==> config.mk <==
export PLATFORM = sky130hd
export DESIGN_NAME = oxygen_alarm_range_control
export DESIGN_NICKNAME = d
export VERILOG_FILES = /design/src/verilog/oxygen_control_pkg.sv /design/src/verilog/oxygen_alarm_range_control.sv
export SDC_FILE = /design/constraint.sdc
export NUM_CORES = 2
export LEC_CHECK = 0
export ABC_AREA = 1
export BUFFER_PORTS_ARGS = -buffer_cell sky130_fd_sc_hd__clkbuf_2
export CORE_ASPECT_RATIO = 0.6
export CORE_MARGIN = 2
export CORE_UTILIZATION = 30
export DETAILED_ROUTE_END_ITERATION = 8
export PLACE_DENSITY = 0.43
export SYNTH_ARGS = -nofsm -noshare
export SYNTH_HDL_FRONTEND = slang
export SYNTH_SLANG_ARGS = --single-unit
==> constraint.sdc <==
create_clock -name pclk -period 156.2 [get_ports pclk]
set_clock_uncertainty 0.15 [all_clocks]
set_input_delay 7.81 -clock pclk [delete_from_list [all_inputs] [get_ports pclk]]
set_output_delay 7.81 -clock pclk [all_outputs]
set_load 0.01 [all_outputs]
==> src/verilog/oxygen_control_pkg.sv <==
// Purpose: Shared constants and types for the oxygen alarm and range control block.
// Assumes: Concentration is carried in hundredths of a percent oxygen (2500 = 25.00 %).
// Notes:   DAC codes are 12 bit, full code 4095 equals 10 V or 20 mA.
package oxygen_control_pkg;

   // Clock and timing
   localparam int unsigned CLOCK_HZ          = 25000000;
   localparam int unsigned ADJUST_WINDOW_S   = 5;
   localparam int unsigned ALARM_INHIBIT_S   = 25;
   localparam int unsigned BLINK_HALF_MS     = 500;
   localparam int unsigned ADJUST_WINDOW_CYC = ADJUST_WINDOW_S * CLOCK_HZ;
   localparam int unsigned ALARM_INHIBIT_CYC = ALARM_INHIBIT_S * CLOCK_HZ;
   localparam int unsigned BLINK_HALF_CYC    = BLINK_HALF_MS * (CLOCK_HZ / 1000);

   // Concentration limits, hundredths of a percent
   localparam logic [11:0] CONC_MIN_SET      = 12'h064;  // 1.00 %
   localparam logic [11:0] CONC_MAX_SET      = 12'h9C4;  // 25.00 %
   localparam logic [11:0] SENSOR_FAIL_LEVEL = 12'h005;  // 0.05 %
   localparam logic [7:0]  RETURN_PERCENT    = 8'h55;    // 85 % of narrow full scale
   localparam logic [7:0]  HUNDRED_PERCENT   = 8'h64;

   // DAC codes
   localparam logic [11:0] DAC_FULL          = 12'hFFF;  // 10 V or 20 mA
   localparam logic [11:0] DAC_LOOP_ZERO     = 12'h333;  // 4 mA
   localparam logic [11:0] DAC_LOOP_SPAN     = 12'hCCC;  // 16 mA of swing
   localparam logic [11:0] RANGE_IDENTITY_OUTPUT_NARROW   = 12'h555;  // 3.33 V
   localparam logic [11:0] RANGE_IDENTITY_OUTPUT_WIDE     = 12'hAAA;  // 6.66 V
   localparam logic [11:0] RANGE_IDENTITY_OUTPUT_AIR_CAL  = 12'hFFF;  // 10 V

   // Span gain, unity at 2048
   localparam logic [11:0] SPAN_UNITY        = 12'h800;
   localparam int unsigned SPAN_SHIFT        = 11;

   // Reset values
   localparam logic [11:0] UPPER_ALARM_RESET = 12'h7D0;  // 20.00 %
   localparam logic [11:0] LOWER_ALARM_RESET = 12'h4B0;  // 12.00 %
   localparam logic [11:0] WIDE_FS_RESET     = 12'h9C4;  // 25.00 %
   localparam logic [11:0] NARROW_FS_RESET   = 12'h3E8;  // 10.00 %

   // APB register byte offsets
   localparam logic [7:0] STATUS_OFFSET      = 8'h00;
   localparam logic [7:0] UPPER_ALARM_OFFSET = 8'h04;
   localparam logic [7:0] LOWER_ALARM_OFFSET = 8'h08;
   localparam logic [7:0] WIDE_FS_OFFSET     = 8'h0C;
   localparam logic [7:0] NARROW_FS_OFFSET   = 8'h10;
   localparam logic [7:0] RANGE_MODE_OFFSET  = 8'h14;
   localparam logic [7:0] SPAN_GAIN_OFFSET   = 8'h18;
   localparam logic [7:0] READING_OFFSET     = 8'h1C;

   // Status register field positions
   localparam int unsigned ST_UPPER_BIT      = 0;
   localparam int unsigned ST_LOWER_BIT      = 1;
   localparam int unsigned ST_FAIL_BIT       = 2;
   localparam int unsigned ST_INHIBIT_BIT    = 3;
   localparam int unsigned ST_WIDE_BIT       = 4;
   localparam int unsigned ST_ANALYZE_BIT    = 5;
   localparam int unsigned ST_FUNC_LSB       = 8;

   typedef enum logic [1:0] {mode_auto, mode_narrow, mode_wide} range_mode_type;

   typedef enum logic [2:0] {
      func_none, func_upper, func_lower, func_wide, func_narrow, func_mode, func_span
   } function_type;

endpackage

==> src/verilog/oxygen_alarm_range_control.sv <==
// Purpose: Alarm, range and analog output control for a percent oxygen analyzer.
// Assumes: Reading and buttons are synchronous to pclk and already debounced.
// Notes:   Setpoints are reachable from the panel buttons and over APB.
// Functional notes
// - Voltage output 0 V to 10 V at full scale
// - Range_identity_output shows narrow, wide, air cal levels
// - Loop output 4 mA to 20 mA at full scale
// - Relays energized while alarm is inactive
// - Upper alarm above setpoint, set 1 to 25 %
// - Lower alarm when reading below setpoint
// - Setpoints absolute, compared regardless of range
// - Below 0.05 % raise sensor fail, blink
// - No button pressed for 5 s means analyze mode
// - Function or span button enters setup anytime
// - Up raises, down lowers the selected value
// - Both full scales adjustable 1 to 25 %
// - Autorange up at narrow full scale
// - Autorange down at 85 % of narrow
// - Auto, fixed narrow, fixed wide range modes
// - Alarms suppressed during span and 25 s after span ends
`timescale 1ns/1ps
`default_nettype none
module oxygen_alarm_range_control
   import oxygen_control_pkg::*;
#(
   parameter int unsigned WINDOW_CYCLES  = ADJUST_WINDOW_CYC,
   parameter int unsigned INHIBIT_CYCLES = ALARM_INHIBIT_CYC,
   parameter int unsigned BLINK_CYCLES   = BLINK_HALF_CYC
)
(
   // Clock and reset
   input  wire logic        pclk,
   input  wire logic        presetn,
   // APB slave
   input  wire logic        psel,
   input  wire logic        penable,
   input  wire logic        pwrite,
   input  wire logic [7:0]  paddr,
   input  wire logic [31:0] pwdata,
   output logic [31:0]      prdata,
   output logic             pready,
   output logic             pslverr,
   // Converter reading, hundredths of a percent
   input  wire logic [11:0] raw_reading,
   // Front panel buttons, high while pressed
   input  wire logic        upper_alarm_setup_button,
   input  wire logic        lower_alarm_setup_button,
   input  wire logic        wide_range_setup_button,
   input  wire logic        narrow_range_setup_button,
   input  wire logic        span_button,
   input  wire logic        up_button,
   input  wire logic        down_button,
   // Relays, high means coil energized
   output logic             upper_alarm_relay,
   output logic             lower_alarm_relay,
   output logic             sensor_fail_relay,
   // Indicators and display
   output logic             alarm_indicator,
   output logic             analyze_mode,
   output logic [11:0]      display_value,
   // Analog output DAC codes
   output logic [11:0]      concentration_voltage_code,
   output logic [11:0]      concentration_current_code,
   output logic [11:0]      range_identity_output
);
   // Stored settings and state
   logic [11:0]    upper_alarm;
   logic [11:0]    lower_alarm;
   logic [11:0]    wide_range_fs;
   logic [11:0]    narrow_range_fs;
   logic [11:0]    span_gain;
   range_mode_type range_mode;
   function_type   active_function;
   logic           wide_range;
   logic [31:0]    window_count;
   logic [31:0]    inhibit_count;
   logic [31:0]    blink_count;
   logic           blink_phase;
   logic [6:0]     buttons_prev;
   logic [11:0]    reading;
   // Button edges; the previous sample is a plain register, inputs are already synchronous
   wire [6:0] buttons_now = {up_button, down_button, span_button, narrow_range_setup_button,
                             wide_range_setup_button, lower_alarm_setup_button,
                             upper_alarm_setup_button};
   wire [6:0] button_rise = buttons_now & ~buttons_prev;
   wire       up_step     = button_rise[6];
   wire       down_step   = button_rise[5];
   wire       any_function_held = |buttons_now[4:0];
   wire       range_pair_held   = narrow_range_setup_button & wide_range_setup_button;
   // New function chosen on any function button press, the range pair taking priority
   function_type pressed_function;
   always_comb
   begin
      pressed_function = func_none;
      if (range_pair_held && (button_rise[3] || button_rise[2]))
         pressed_function = func_mode;
      else if (button_rise[0])
         pressed_function = func_upper;
      else if (button_rise[1])
         pressed_function = func_lower;
      else if (button_rise[2])
         pressed_function = func_wide;
      else if (button_rise[3])
         pressed_function = func_narrow;
      else if (button_rise[4])
         pressed_function = func_span;
   end
   // Span gain correction of the converter reading
   wire [23:0] gained_reading = raw_reading * span_gain;
   wire [12:0] corrected_wide = 13'(gained_reading >> SPAN_SHIFT);
   wire [11:0] next_reading   = (corrected_wide > 13'(DAC_FULL)) ? DAC_FULL
                                                                  : corrected_wide[11:0];
   // Window timing: held functions keep the window open, steps restart it
   wire step_event    = (active_function != func_none) && (up_step || down_step);
   wire window_reload = (pressed_function != func_none) || step_event || any_function_held;
   wire window_expire = (active_function != func_none) && (window_count == 32'h0000_0000);
   wire span_leaving  = (active_function == func_span) && window_expire;
   // Clamped step of the selected setpoint
   function automatic logic [11:0] stepped(input logic [11:0] value,
                                           input logic        up,
                                           input logic        down);
      logic [11:0] result;
      result = value;
      if (up && value < CONC_MAX_SET)
         result = value + 12'h001;
      else if (down && value > CONC_MIN_SET)
         result = value - 12'h001;
      return result;
   endfunction
   // Bus write values clamped to the same limits as the panel
   function automatic logic [11:0] clamped(input logic [31:0] value);
      logic [11:0] result;
      result = value[11:0];
      if (value > 32'(CONC_MAX_SET))
         result = CONC_MAX_SET;
      else if (value < 32'(CONC_MIN_SET))
         result = CONC_MIN_SET;
      return result;
   endfunction
   // APB decode; one wait state so read data comes from a register
   wire access_phase = psel && penable;
   wire bus_write    = access_phase && pready && pwrite;
   wire addr_known   = (paddr[7:5] == 3'b000) && (paddr[1:0] == 2'b00);
   wire wr_upper     = bus_write && paddr == UPPER_ALARM_OFFSET;
   wire wr_lower     = bus_write && paddr == LOWER_ALARM_OFFSET;
   wire wr_wide      = bus_write && paddr == WIDE_FS_OFFSET;
   wire wr_narrow    = bus_write && paddr == NARROW_FS_OFFSET;
   wire wr_mode      = bus_write && paddr == RANGE_MODE_OFFSET;
   wire wr_span      = bus_write && paddr == SPAN_GAIN_OFFSET;
   wire step_up      = step_event && up_step;
   wire step_down    = step_event && down_step && !up_step;
   // Alarm decisions on the absolute reading, whatever range is active
   wire upper_active   = reading > upper_alarm;
   wire lower_active   = reading < lower_alarm;
   wire fail_active    = reading < SENSOR_FAIL_LEVEL;
   wire alarms_blocked = (inhibit_count != 32'h0000_0000) || (active_function == func_span);
   wire [31:0] status_word = {16'h0000, 5'h00, active_function, 2'b00,
                              (active_function == func_none), wide_range,
                              alarms_blocked, fail_active, lower_active, upper_active};
   logic [31:0] read_mux;
   always_comb
   begin
      unique case (paddr)
         STATUS_OFFSET:      read_mux = status_word;
         UPPER_ALARM_OFFSET: read_mux = {20'h00000, upper_alarm};
         LOWER_ALARM_OFFSET: read_mux = {20'h00000, lower_alarm};
         WIDE_FS_OFFSET:     read_mux = {20'h00000, wide_range_fs};
         NARROW_FS_OFFSET:   read_mux = {20'h00000, narrow_range_fs};
         RANGE_MODE_OFFSET:  read_mux = {30'h0000_0000, range_mode};
         SPAN_GAIN_OFFSET:   read_mux = {20'h00000, span_gain};
         READING_OFFSET:     read_mux = {20'h00000, reading};
         default:            read_mux = 32'h0000_0000;
      endcase
   end
   // Bus handshake registers
   always_ff @(posedge pclk or negedge presetn)
   begin
      if (!presetn)
      begin
         pready  <= 1'b0;
         pslverr <= 1'b0;
         prdata  <= 32'h0000_0000;
      end
      else
      begin
         pready  <= access_phase && !pready;
         pslverr <= access_phase && !pready && !addr_known;
         prdata  <= (access_phase && !pready && !pwrite) ? read_mux : 32'h0000_0000;
      end
   end
   // Range mode stepping on the panel
   function automatic range_mode_type mode_step(input range_mode_type mode, input logic up);
      range_mode_type result;
      unique case (mode)
         mode_auto:   result = up ? mode_narrow : mode_wide;
         mode_narrow: result = up ? mode_wide : mode_auto;
         mode_wide:   result = up ? mode_auto : mode_narrow;
         default:     result = mode_auto;
      endcase
      return result;
   endfunction
   // Settings; the panel wins over a bus write in the same cycle
   always_ff @(posedge pclk or negedge presetn)
   begin
      if (!presetn)
      begin
         upper_alarm     <= UPPER_ALARM_RESET;
         lower_alarm     <= LOWER_ALARM_RESET;
         wide_range_fs   <= WIDE_FS_RESET;
         narrow_range_fs <= NARROW_FS_RESET;
         span_gain       <= SPAN_UNITY;
         range_mode      <= mode_auto;
      end
      else
      begin
         if (active_function == func_upper && step_event)
            upper_alarm <= stepped(upper_alarm, step_up, step_down);
         else if (wr_upper)
            upper_alarm <= clamped(pwdata);
         if (active_function == func_lower && step_event)
            lower_alarm <= stepped(lower_alarm, step_up, step_down);
         else if (wr_lower)
            lower_alarm <= clamped(pwdata);
         if (active_function == func_wide && step_event)
            wide_range_fs <= stepped(wide_range_fs, step_up, step_down);
         else if (wr_wide)
            wide_range_fs <= clamped(pwdata);
         if (active_function == func_narrow && step_event)
            narrow_range_fs <= stepped(narrow_range_fs, step_up, step_down);
         else if (wr_narrow)
            narrow_range_fs <= clamped(pwdata);
         if (active_function == func_mode && step_event)
            range_mode <= mode_step(range_mode, step_up);
         else if (wr_mode && pwdata[1:0] != 2'b11)
            range_mode <= range_mode_type'(pwdata[1:0]);
         if (active_function == func_span && step_event)
            span_gain <= step_up ? ((span_gain != DAC_FULL) ? span_gain + 12'h001 : span_gain)
                                 : ((span_gain != 12'h001) ? span_gain - 12'h001 : span_gain);
         else if (wr_span && pwdata[11:0] != 12'h000)
            span_gain <= pwdata[11:0];
      end
   end
   // Function selection and its window; expiry leaves values as they stand
   always_ff @(posedge pclk or negedge presetn)
   begin
      if (!presetn)
      begin
         active_function <= func_none;
         window_count    <= 32'h0000_0000;
         buttons_prev    <= 7'h00;
      end
      else
      begin
         buttons_prev <= buttons_now;
         if (pressed_function != func_none)
            active_function <= pressed_function;
         else if (window_expire && !any_function_held)
            active_function <= func_none;
         if (window_reload)
            window_count <= WINDOW_CYCLES - 1;
         else if (window_count != 32'h0000_0000)
            window_count <= window_count - 32'h0000_0001;
      end
   end
   // Alarm inhibit after calibration ends, and blink timebase
   always_ff @(posedge pclk or negedge presetn)
   begin
      if (!presetn)
      begin
         inhibit_count <= 32'h0000_0000;
         blink_count   <= 32'h0000_0000;
         blink_phase   <= 1'b0;
      end
      else
      begin
         if (span_leaving || (pressed_function != func_none && active_function == func_span))
            inhibit_count <= INHIBIT_CYCLES;
         else if (inhibit_count != 32'h0000_0000)
            inhibit_count <= inhibit_count - 32'h0000_0001;
         if (blink_count >= BLINK_CYCLES - 1)
         begin
            blink_count <= 32'h0000_0000;
            blink_phase <= !blink_phase;
         end
         else
            blink_count <= blink_count + 32'h0000_0001;
      end
   end
   // Range selection with hysteresis in automatic mode
   wire [19:0] reading_scaled = reading * HUNDRED_PERCENT;
   wire [19:0] return_level   = narrow_range_fs * RETURN_PERCENT;
   logic next_wide_range;
   always_comb
   begin
      next_wide_range = wide_range;
      unique case (range_mode)
         mode_narrow: next_wide_range = 1'b0;
         mode_wide:   next_wide_range = 1'b1;
         default:
         begin
            if (!wide_range && reading >= narrow_range_fs)
               next_wide_range = 1'b1;
            else if (wide_range && reading_scaled <= return_level)
               next_wide_range = 1'b0;
         end
      endcase
   end
   // Output scaling against the active full scale
   wire [11:0] active_fs    = wide_range ? wide_range_fs : narrow_range_fs;
   wire [11:0] reading_cap  = (reading > active_fs) ? active_fs : reading;
   wire [23:0] volt_product = reading_cap * DAC_FULL;
   wire [23:0] loop_product = reading_cap * DAC_LOOP_SPAN;
   wire [11:0] next_voltage = 12'(volt_product / active_fs);
   wire [11:0] next_current = DAC_LOOP_ZERO + 12'(loop_product / active_fs);
   wire [11:0] next_range_identity_output = (active_function == func_span) ? RANGE_IDENTITY_OUTPUT_AIR_CAL
                             : (next_wide_range ? RANGE_IDENTITY_OUTPUT_WIDE : RANGE_IDENTITY_OUTPUT_NARROW);
   // Display shows the setpoint, full scale or range mode being set, else the reading
   logic [11:0] next_display;
   always_comb
   begin
      unique case (active_function)
         func_upper:  next_display = upper_alarm;
         func_lower:  next_display = lower_alarm;
         func_wide:   next_display = wide_range_fs;
         func_narrow: next_display = narrow_range_fs;
         func_mode:   next_display = {10'h000, range_mode};
         default:     next_display = reading;
      endcase
   end
   // Output registers; relays drop only when an alarm is active and not blocked
   always_ff @(posedge pclk or negedge presetn)
   begin
      if (!presetn)
      begin
         reading                    <= 12'h000;
         wide_range                 <= 1'b0;
         upper_alarm_relay          <= 1'b1;
         lower_alarm_relay          <= 1'b1;
         sensor_fail_relay          <= 1'b1;
         alarm_indicator            <= 1'b0;
         analyze_mode               <= 1'b1;
         display_value              <= 12'h000;
         concentration_voltage_code <= 12'h000;
         concentration_current_code <= DAC_LOOP_ZERO;
         range_identity_output      <= RANGE_IDENTITY_OUTPUT_NARROW;
      end
      else
      begin
         reading                    <= next_reading;
         wide_range                 <= next_wide_range;
         upper_alarm_relay          <= !(upper_active && !alarms_blocked);
         lower_alarm_relay          <= !(lower_active && !alarms_blocked);
         sensor_fail_relay          <= !(fail_active && !alarms_blocked);
         alarm_indicator            <= fail_active && !alarms_blocked && blink_phase;
         analyze_mode               <= (active_function == func_none);
         display_value              <= next_display;
         concentration_voltage_code <= next_voltage;
         concentration_current_code <= next_current;
         range_identity_output      <= next_range_identity_output;
      end
   end
endmodule
`default_nettype wire

Word level (Yosys, flattened, before mapping)
Index checks and enable logic that the tools add are counted.
W data, S select, Z words.

storage, ports and cells
  register bits after elaboration = 269
  bits of input ports = 64
  output and inout port bits = 87
  logic and storage cells = 232

cells by class
  add/sub/neg operators = 14
  multipliers = 5
  divide/modulo/power cells = 2
  order comparisons = 18
  equality and inequality tests = 24
  muxes and demuxes = 53
  bitwise logic cells = 3
  reduce and logical (&&, ||, !) cells = 87

operators by type and width
  operator                  number
  $mux W12                  28
  $mux W32                  6
  $pmux W12 S8              1
  $reduce_bool A32 Y1       2
  $sub A32 B1 Y32 const B   2
  $add A12 B1 Y12 const B   5
  $pmux W12 S5              1
  $sub A12 B1 Y12 const B   5
  $div A24 B12 Y24          2
  $gt A12 B7 Y1 const B     4
  $lt A12 B12 Y1 const B    4
  $logic_and A1 B1 Y1       44
  $add A32 B1 Y32 const B   1
  $eq A8 B5 Y1 const B      4
  $ge A32 B24 Y1 const B    1
  $gt A32 B12 Y1 const B    1
  $logic_not A32 Y1         1
  $lt A32 B7 Y1 const B     1
  $gt A12 B12 Y1            2
  $mul A12 B12 Y24          1
  $mul A12 B12 Y24 const B  1
  $mux W3                   8
  $mul A12 B10 Y22 const B  1
  $le A19 B19 Y1            1
  37 further kinds          79

Logic depth before layout (Yosys ltp)
  depth in word-level cells = 12
  depth in mapped cells = 456
  gate-level depth less buffers = 433

Worst setup path before layout
OpenSTA, ideal clock, no wires.

  path type = register -> register
  start = register wide_range
  end = register concentration_voltage_code[0]
  library setup time = 0.129 ns
  data arrival time = 63.920 ns
  data required time = 155.921 ns
  path slack = 92.001 ns
  stages on the path, launching flop included = 439
  path buffers = 26
  clock period less this slack = 64.199 ns
  cell sequence = dfrtp_1 -> buf_6 -> buf_8 -> nand2_1 -> o21a_1 -> ha_1 -> nand3_1 -> o211ai_1 -> nand2_1 -> o211ai_1 -> nand2_1 -> clkbuf_1 -> clkbuf_1 -> nand2_1 -> o21ai_0 -> inv_1 -> fa_1 -> inv_1 -> [403 not listed] -> nand2_1 -> o21ai_0 -> ha_1 -> a21boi_0 -> o21a_1 -> o21a_1 -> o21a_1 -> o21a_1 -> o21a_1 -> o21ai_0 -> nand2_1 -> nand4_1 -> nand3_1 -> a31oi_1 -> o2111ai_1 -> a311oi_1 -> nand4_1 -> a2111o_1

on the way
  word-level cells in the longest chain between the ends = 5

ends and longest elaborated chain
  what                    RTL line                           text
  from (decl)             oxygen_alarm_range_control.sv:74   logic wide_range;
  from (signal assigned)  oxygen_alarm_range_control.sv:350  wide_range <= next_wide_range;
  $mux W12 (*)            oxygen_alarm_range_control.sv:309  wire [11:0] active_fs = wide_range ? wide_range_fs : narrow_range_fs;
  $gt A12 B12 Y1          oxygen_alarm_range_control.sv:310  wire [11:0] reading_cap = (reading > active_fs) ? active_fs : reading;
  $mux W12                oxygen_alarm_range_control.sv:310
  $mul A12 B12 Y24        oxygen_alarm_range_control.sv:311  wire [23:0] volt_product = reading_cap * DAC_FULL;
  $div A24 B12 Y24 (*)    oxygen_alarm_range_control.sv:313  wire [11:0] next_voltage = 12'(volt_product / active_fs);
  net next_voltage[0]     oxygen_alarm_range_control.sv:313
  to (signal assigned)    oxygen_alarm_range_control.sv:357  concentration_voltage_code <= next_voltage;
  to (decl)               oxygen_alarm_range_control.sv:62   output logic [11:0] concentration_voltage_code,

The timed path passes the listed nets; every way through them passes the cells marked *.
A chain may end at the register's enable or synchronous reset.

Worst setup path after layout
Ends and elaborated chain as after synthesis.

==> results.yml <==
outcome:
  outcome: "complete, no violations"
critical_path:
  rrSetupSlack_ps: 85150
  reg2reg_depth: 428
  cpMostUsedCell: "inv_1"
  crit_end: "concentration_voltage_code[0]$_DFF_PN0_"
  worstSetupStartpointType: "register"
  cp_max_fo: 28
  cp_slowest_cell: "dfrtp_1"
  path_class: "register to register"
  slowest_delay_ps: 1080
  cp_data_required_time_ps: 156540
  reg2reg_to: "concentration_voltage_code[0]$_DFF_PN0_"
  crit_start: "wide_range$_DFF_PN0_"
  reg2reg_from: "wide_range$_DFF_PN0_"
  arrival_ps: 71390
  end_kind: "register"
drt:
  initialDrtViolationCount: 4840
  viasPerCell: 4.92
  drt-wirelength-per-cell_um: 18.1
  num_vias: 55700
  drc: 0
  ant_nets: 0
  dr.pass1.iters: 7
  drt_wl_total_um: 205000
sta:
  max_freq_ghz: 0.0141
  max_slew_margin: 0.223
  rsz0062_at_grt: "no"
  fin_crit_sh: 0.455
  period_minus_slack_ps: 71050
  max_slew.worst_pin.slew_ps: 1160
  finalSetupViolCount: 0
  hold_violations: 0
  finalSetupTns_ps: 0
  drv_slew: 0
yosys:
  ys.flop_type: "dfrtp_1"
  synth_cell_types: 98
  synthArstFlopShare: 1.00
  ys_seq_elements: 239
  synth.most_common_cell: "nand2_1"
  synth_area_per_cell_um2: 6.80
  synth.area.top_cells: "ha_1 (18%), nand2_1 (10%), dfrtp_1 (8.8%), inv_1 (8.8%), fa_1 (7.5%)"
  yosysTopAreaCellShare: 0.179
  synth_common_cells: "nand2_1 (1608), inv_1 (1369), ha_1 (835)"
  ys_seq_area_frac: 0.103
  synth_area_leader_cell: "ha_1"
  yosysWarnings: 0
  synth_area_mm2: 0.0584
  syn_inst: 8588
  synth_enable_flop_cells: 0
worst_hold_path:
  min_path_type: "register to register"
place:
  place.gp.congestion: 0.951
  place.detailed.hpwl_um: 167000
  place.port_buffers: 130
clock_tree:
  clk_pin_slew_ps: 70
  clk_path_buf_depth: 3
  htree_levels: 2
  clk_latency_ps: 610
  holdBufCountCts: 0
  cts_tree: "yes"
  cts_buffers: 35
  cts_sinks: 239
  root_buffer: "clkbuf_16"
  cts_setup_buffers: 0
  cts.repair.resized: 0
floorplan:
  pin_count: 151
  initial_utilization: 0.302
  die_area_mm2: 0.198
  die_h_um: 346
  row_count: 125
  die_w_um: 573
  core_mm2: 0.193
grt:
  track_usage: 0.202
  grt_pass1_wl_um: 317000
  grt_max_degree: 82
  antenna_found_initial: 8
  first_global_vias: 52300
  grt-ovfl-total: 0
finish:
  area_growth_pct: 7.81
  fin_nets: 9797
  antenna_cells: 0
  drive_gt1_frac: 0.100
run:
  maxCapViolations: 0
[state kept, by name (all words and copies together) (netlist names), 2 cells and up]
signal                      count
prdata                         12
upper_alarm                    12
lower_alarm                    12
display_value                  12
reading                        12
wide_range_fs                  12
range_mode                      2
range_identity_output           2
concentration_current_code     12
window_count                   32
inhibit_count                  32
span_gain                      12
active_function                 3
concentration_voltage_code     12
blink_count                    32
buttons_prev                    7
narrow_range_fs                12
[area by class of cell]
cell class | instances | area, um2
Inverter | 1432 | 5470
Tap cell | 2603 | 3260
Sequential cell | 239 | 6020
Timing Repair Buffer | 208 | 1250
Fill cell | 21000 | 131000
Clock inverter | 18 | 214
Multi-Input combinational cell | 6762 | 45700
Clock buffer | 45 | 983
[per-stage QoR]
stage / hold WS [ps] / setup WS, ps / util / instances / instance area, um2
2_1_floorplan: 283 / 92000 / - / 8615 / 58500
3_3_place_gp: 305 / 87700 / 0.319 / 11200 / 61700
3_5_place_dp: 310 / 85730 / 0.319 / 11200 / 61700
4_1_cts: 317 / 85360 / 0.325 / 11300 / 62900
5_1_grt: 341 / 76250 / 0.325 / 11300 / 62900
6_report: 315 / 85150 / 0.325 / 11300 / 62900
[how the worst min path moves through the flow]
stage | from | endpoint | cells past startpoint
global placement | window_count[30]$_DFFE_PN0P_ | window_count[30]$_DFFE_PN0P_ | 1
detailed placement | window_count[30]$_DFFE_PN0P_ | window_count[30]$_DFFE_PN0P_ | 1
finish | blink_phase$_DFFE_PN0N_ | blink_phase$_DFFE_PN0N_ | 1
global route | window_count[30]$_DFFE_PN0P_ | window_count[30]$_DFFE_PN0P_ | 1
CTS | window_count[30]$_DFFE_PN0P_ | window_count[30]$_DFFE_PN0P_ | 1
floorplan | blink_count[0]$_DFF_PN0_ | blink_count[0]$_DFF_PN0_ | 1
[metal layers]
layer	routed length, um	global-route usage
met1	117000	0.342
met4	2120	0.0254
met5	57	0.000956
met2	73100	0.262
met3	12800	0.0292
[critical path, delay by kind of cell, from the launching register on]
kind | cells | cell delay [ps]
buf+inv | 94 | 11370
simple gates | 125 | 15630
flops | 1 | 1080
compound gates | 177 | 32100
xor+xnor | 1 | 200
fa+ha+maj | 31 | 10310
[cell usage in the layout, fill, tap and decap left out, types with 206 or more instances in the layout]
cell,count
nand2_1,1608
inv_1,1358
ha_1,835
nor2_1,669
o21ai_0,606
a21oi_1,592
nand3_1,400
xor2_1,335
fa_1,220
xnor2_1,209
dfrtp_1,206
[cell families (layout without fill, tap and decap cells)]
| logic type | after synthesis | in the layout | share of synthesized area |
|---|---|---|---|
| and+or+nand+nor | 3482 | 3482 | 0.283 |
| DFF | 239 | 239 | 0.103 |
| other | 1 | 28 | 0.0000643 |
| buffers and inverters | 1614 | 1703 | 0.115 |
| xor gates and xnor gates | 548 | 548 | 0.0829 |
| AOI/OAI and AO/OA | 1648 | 1648 | 0.161 |
| muxes | 1 | 1 | 0.000172 |
| adders and majority gates | 1055 | 1055 | 0.254 |
Power is not shown: default switching activity piles up to over one toggle a cycle in this logic, so the estimate is an artifact.
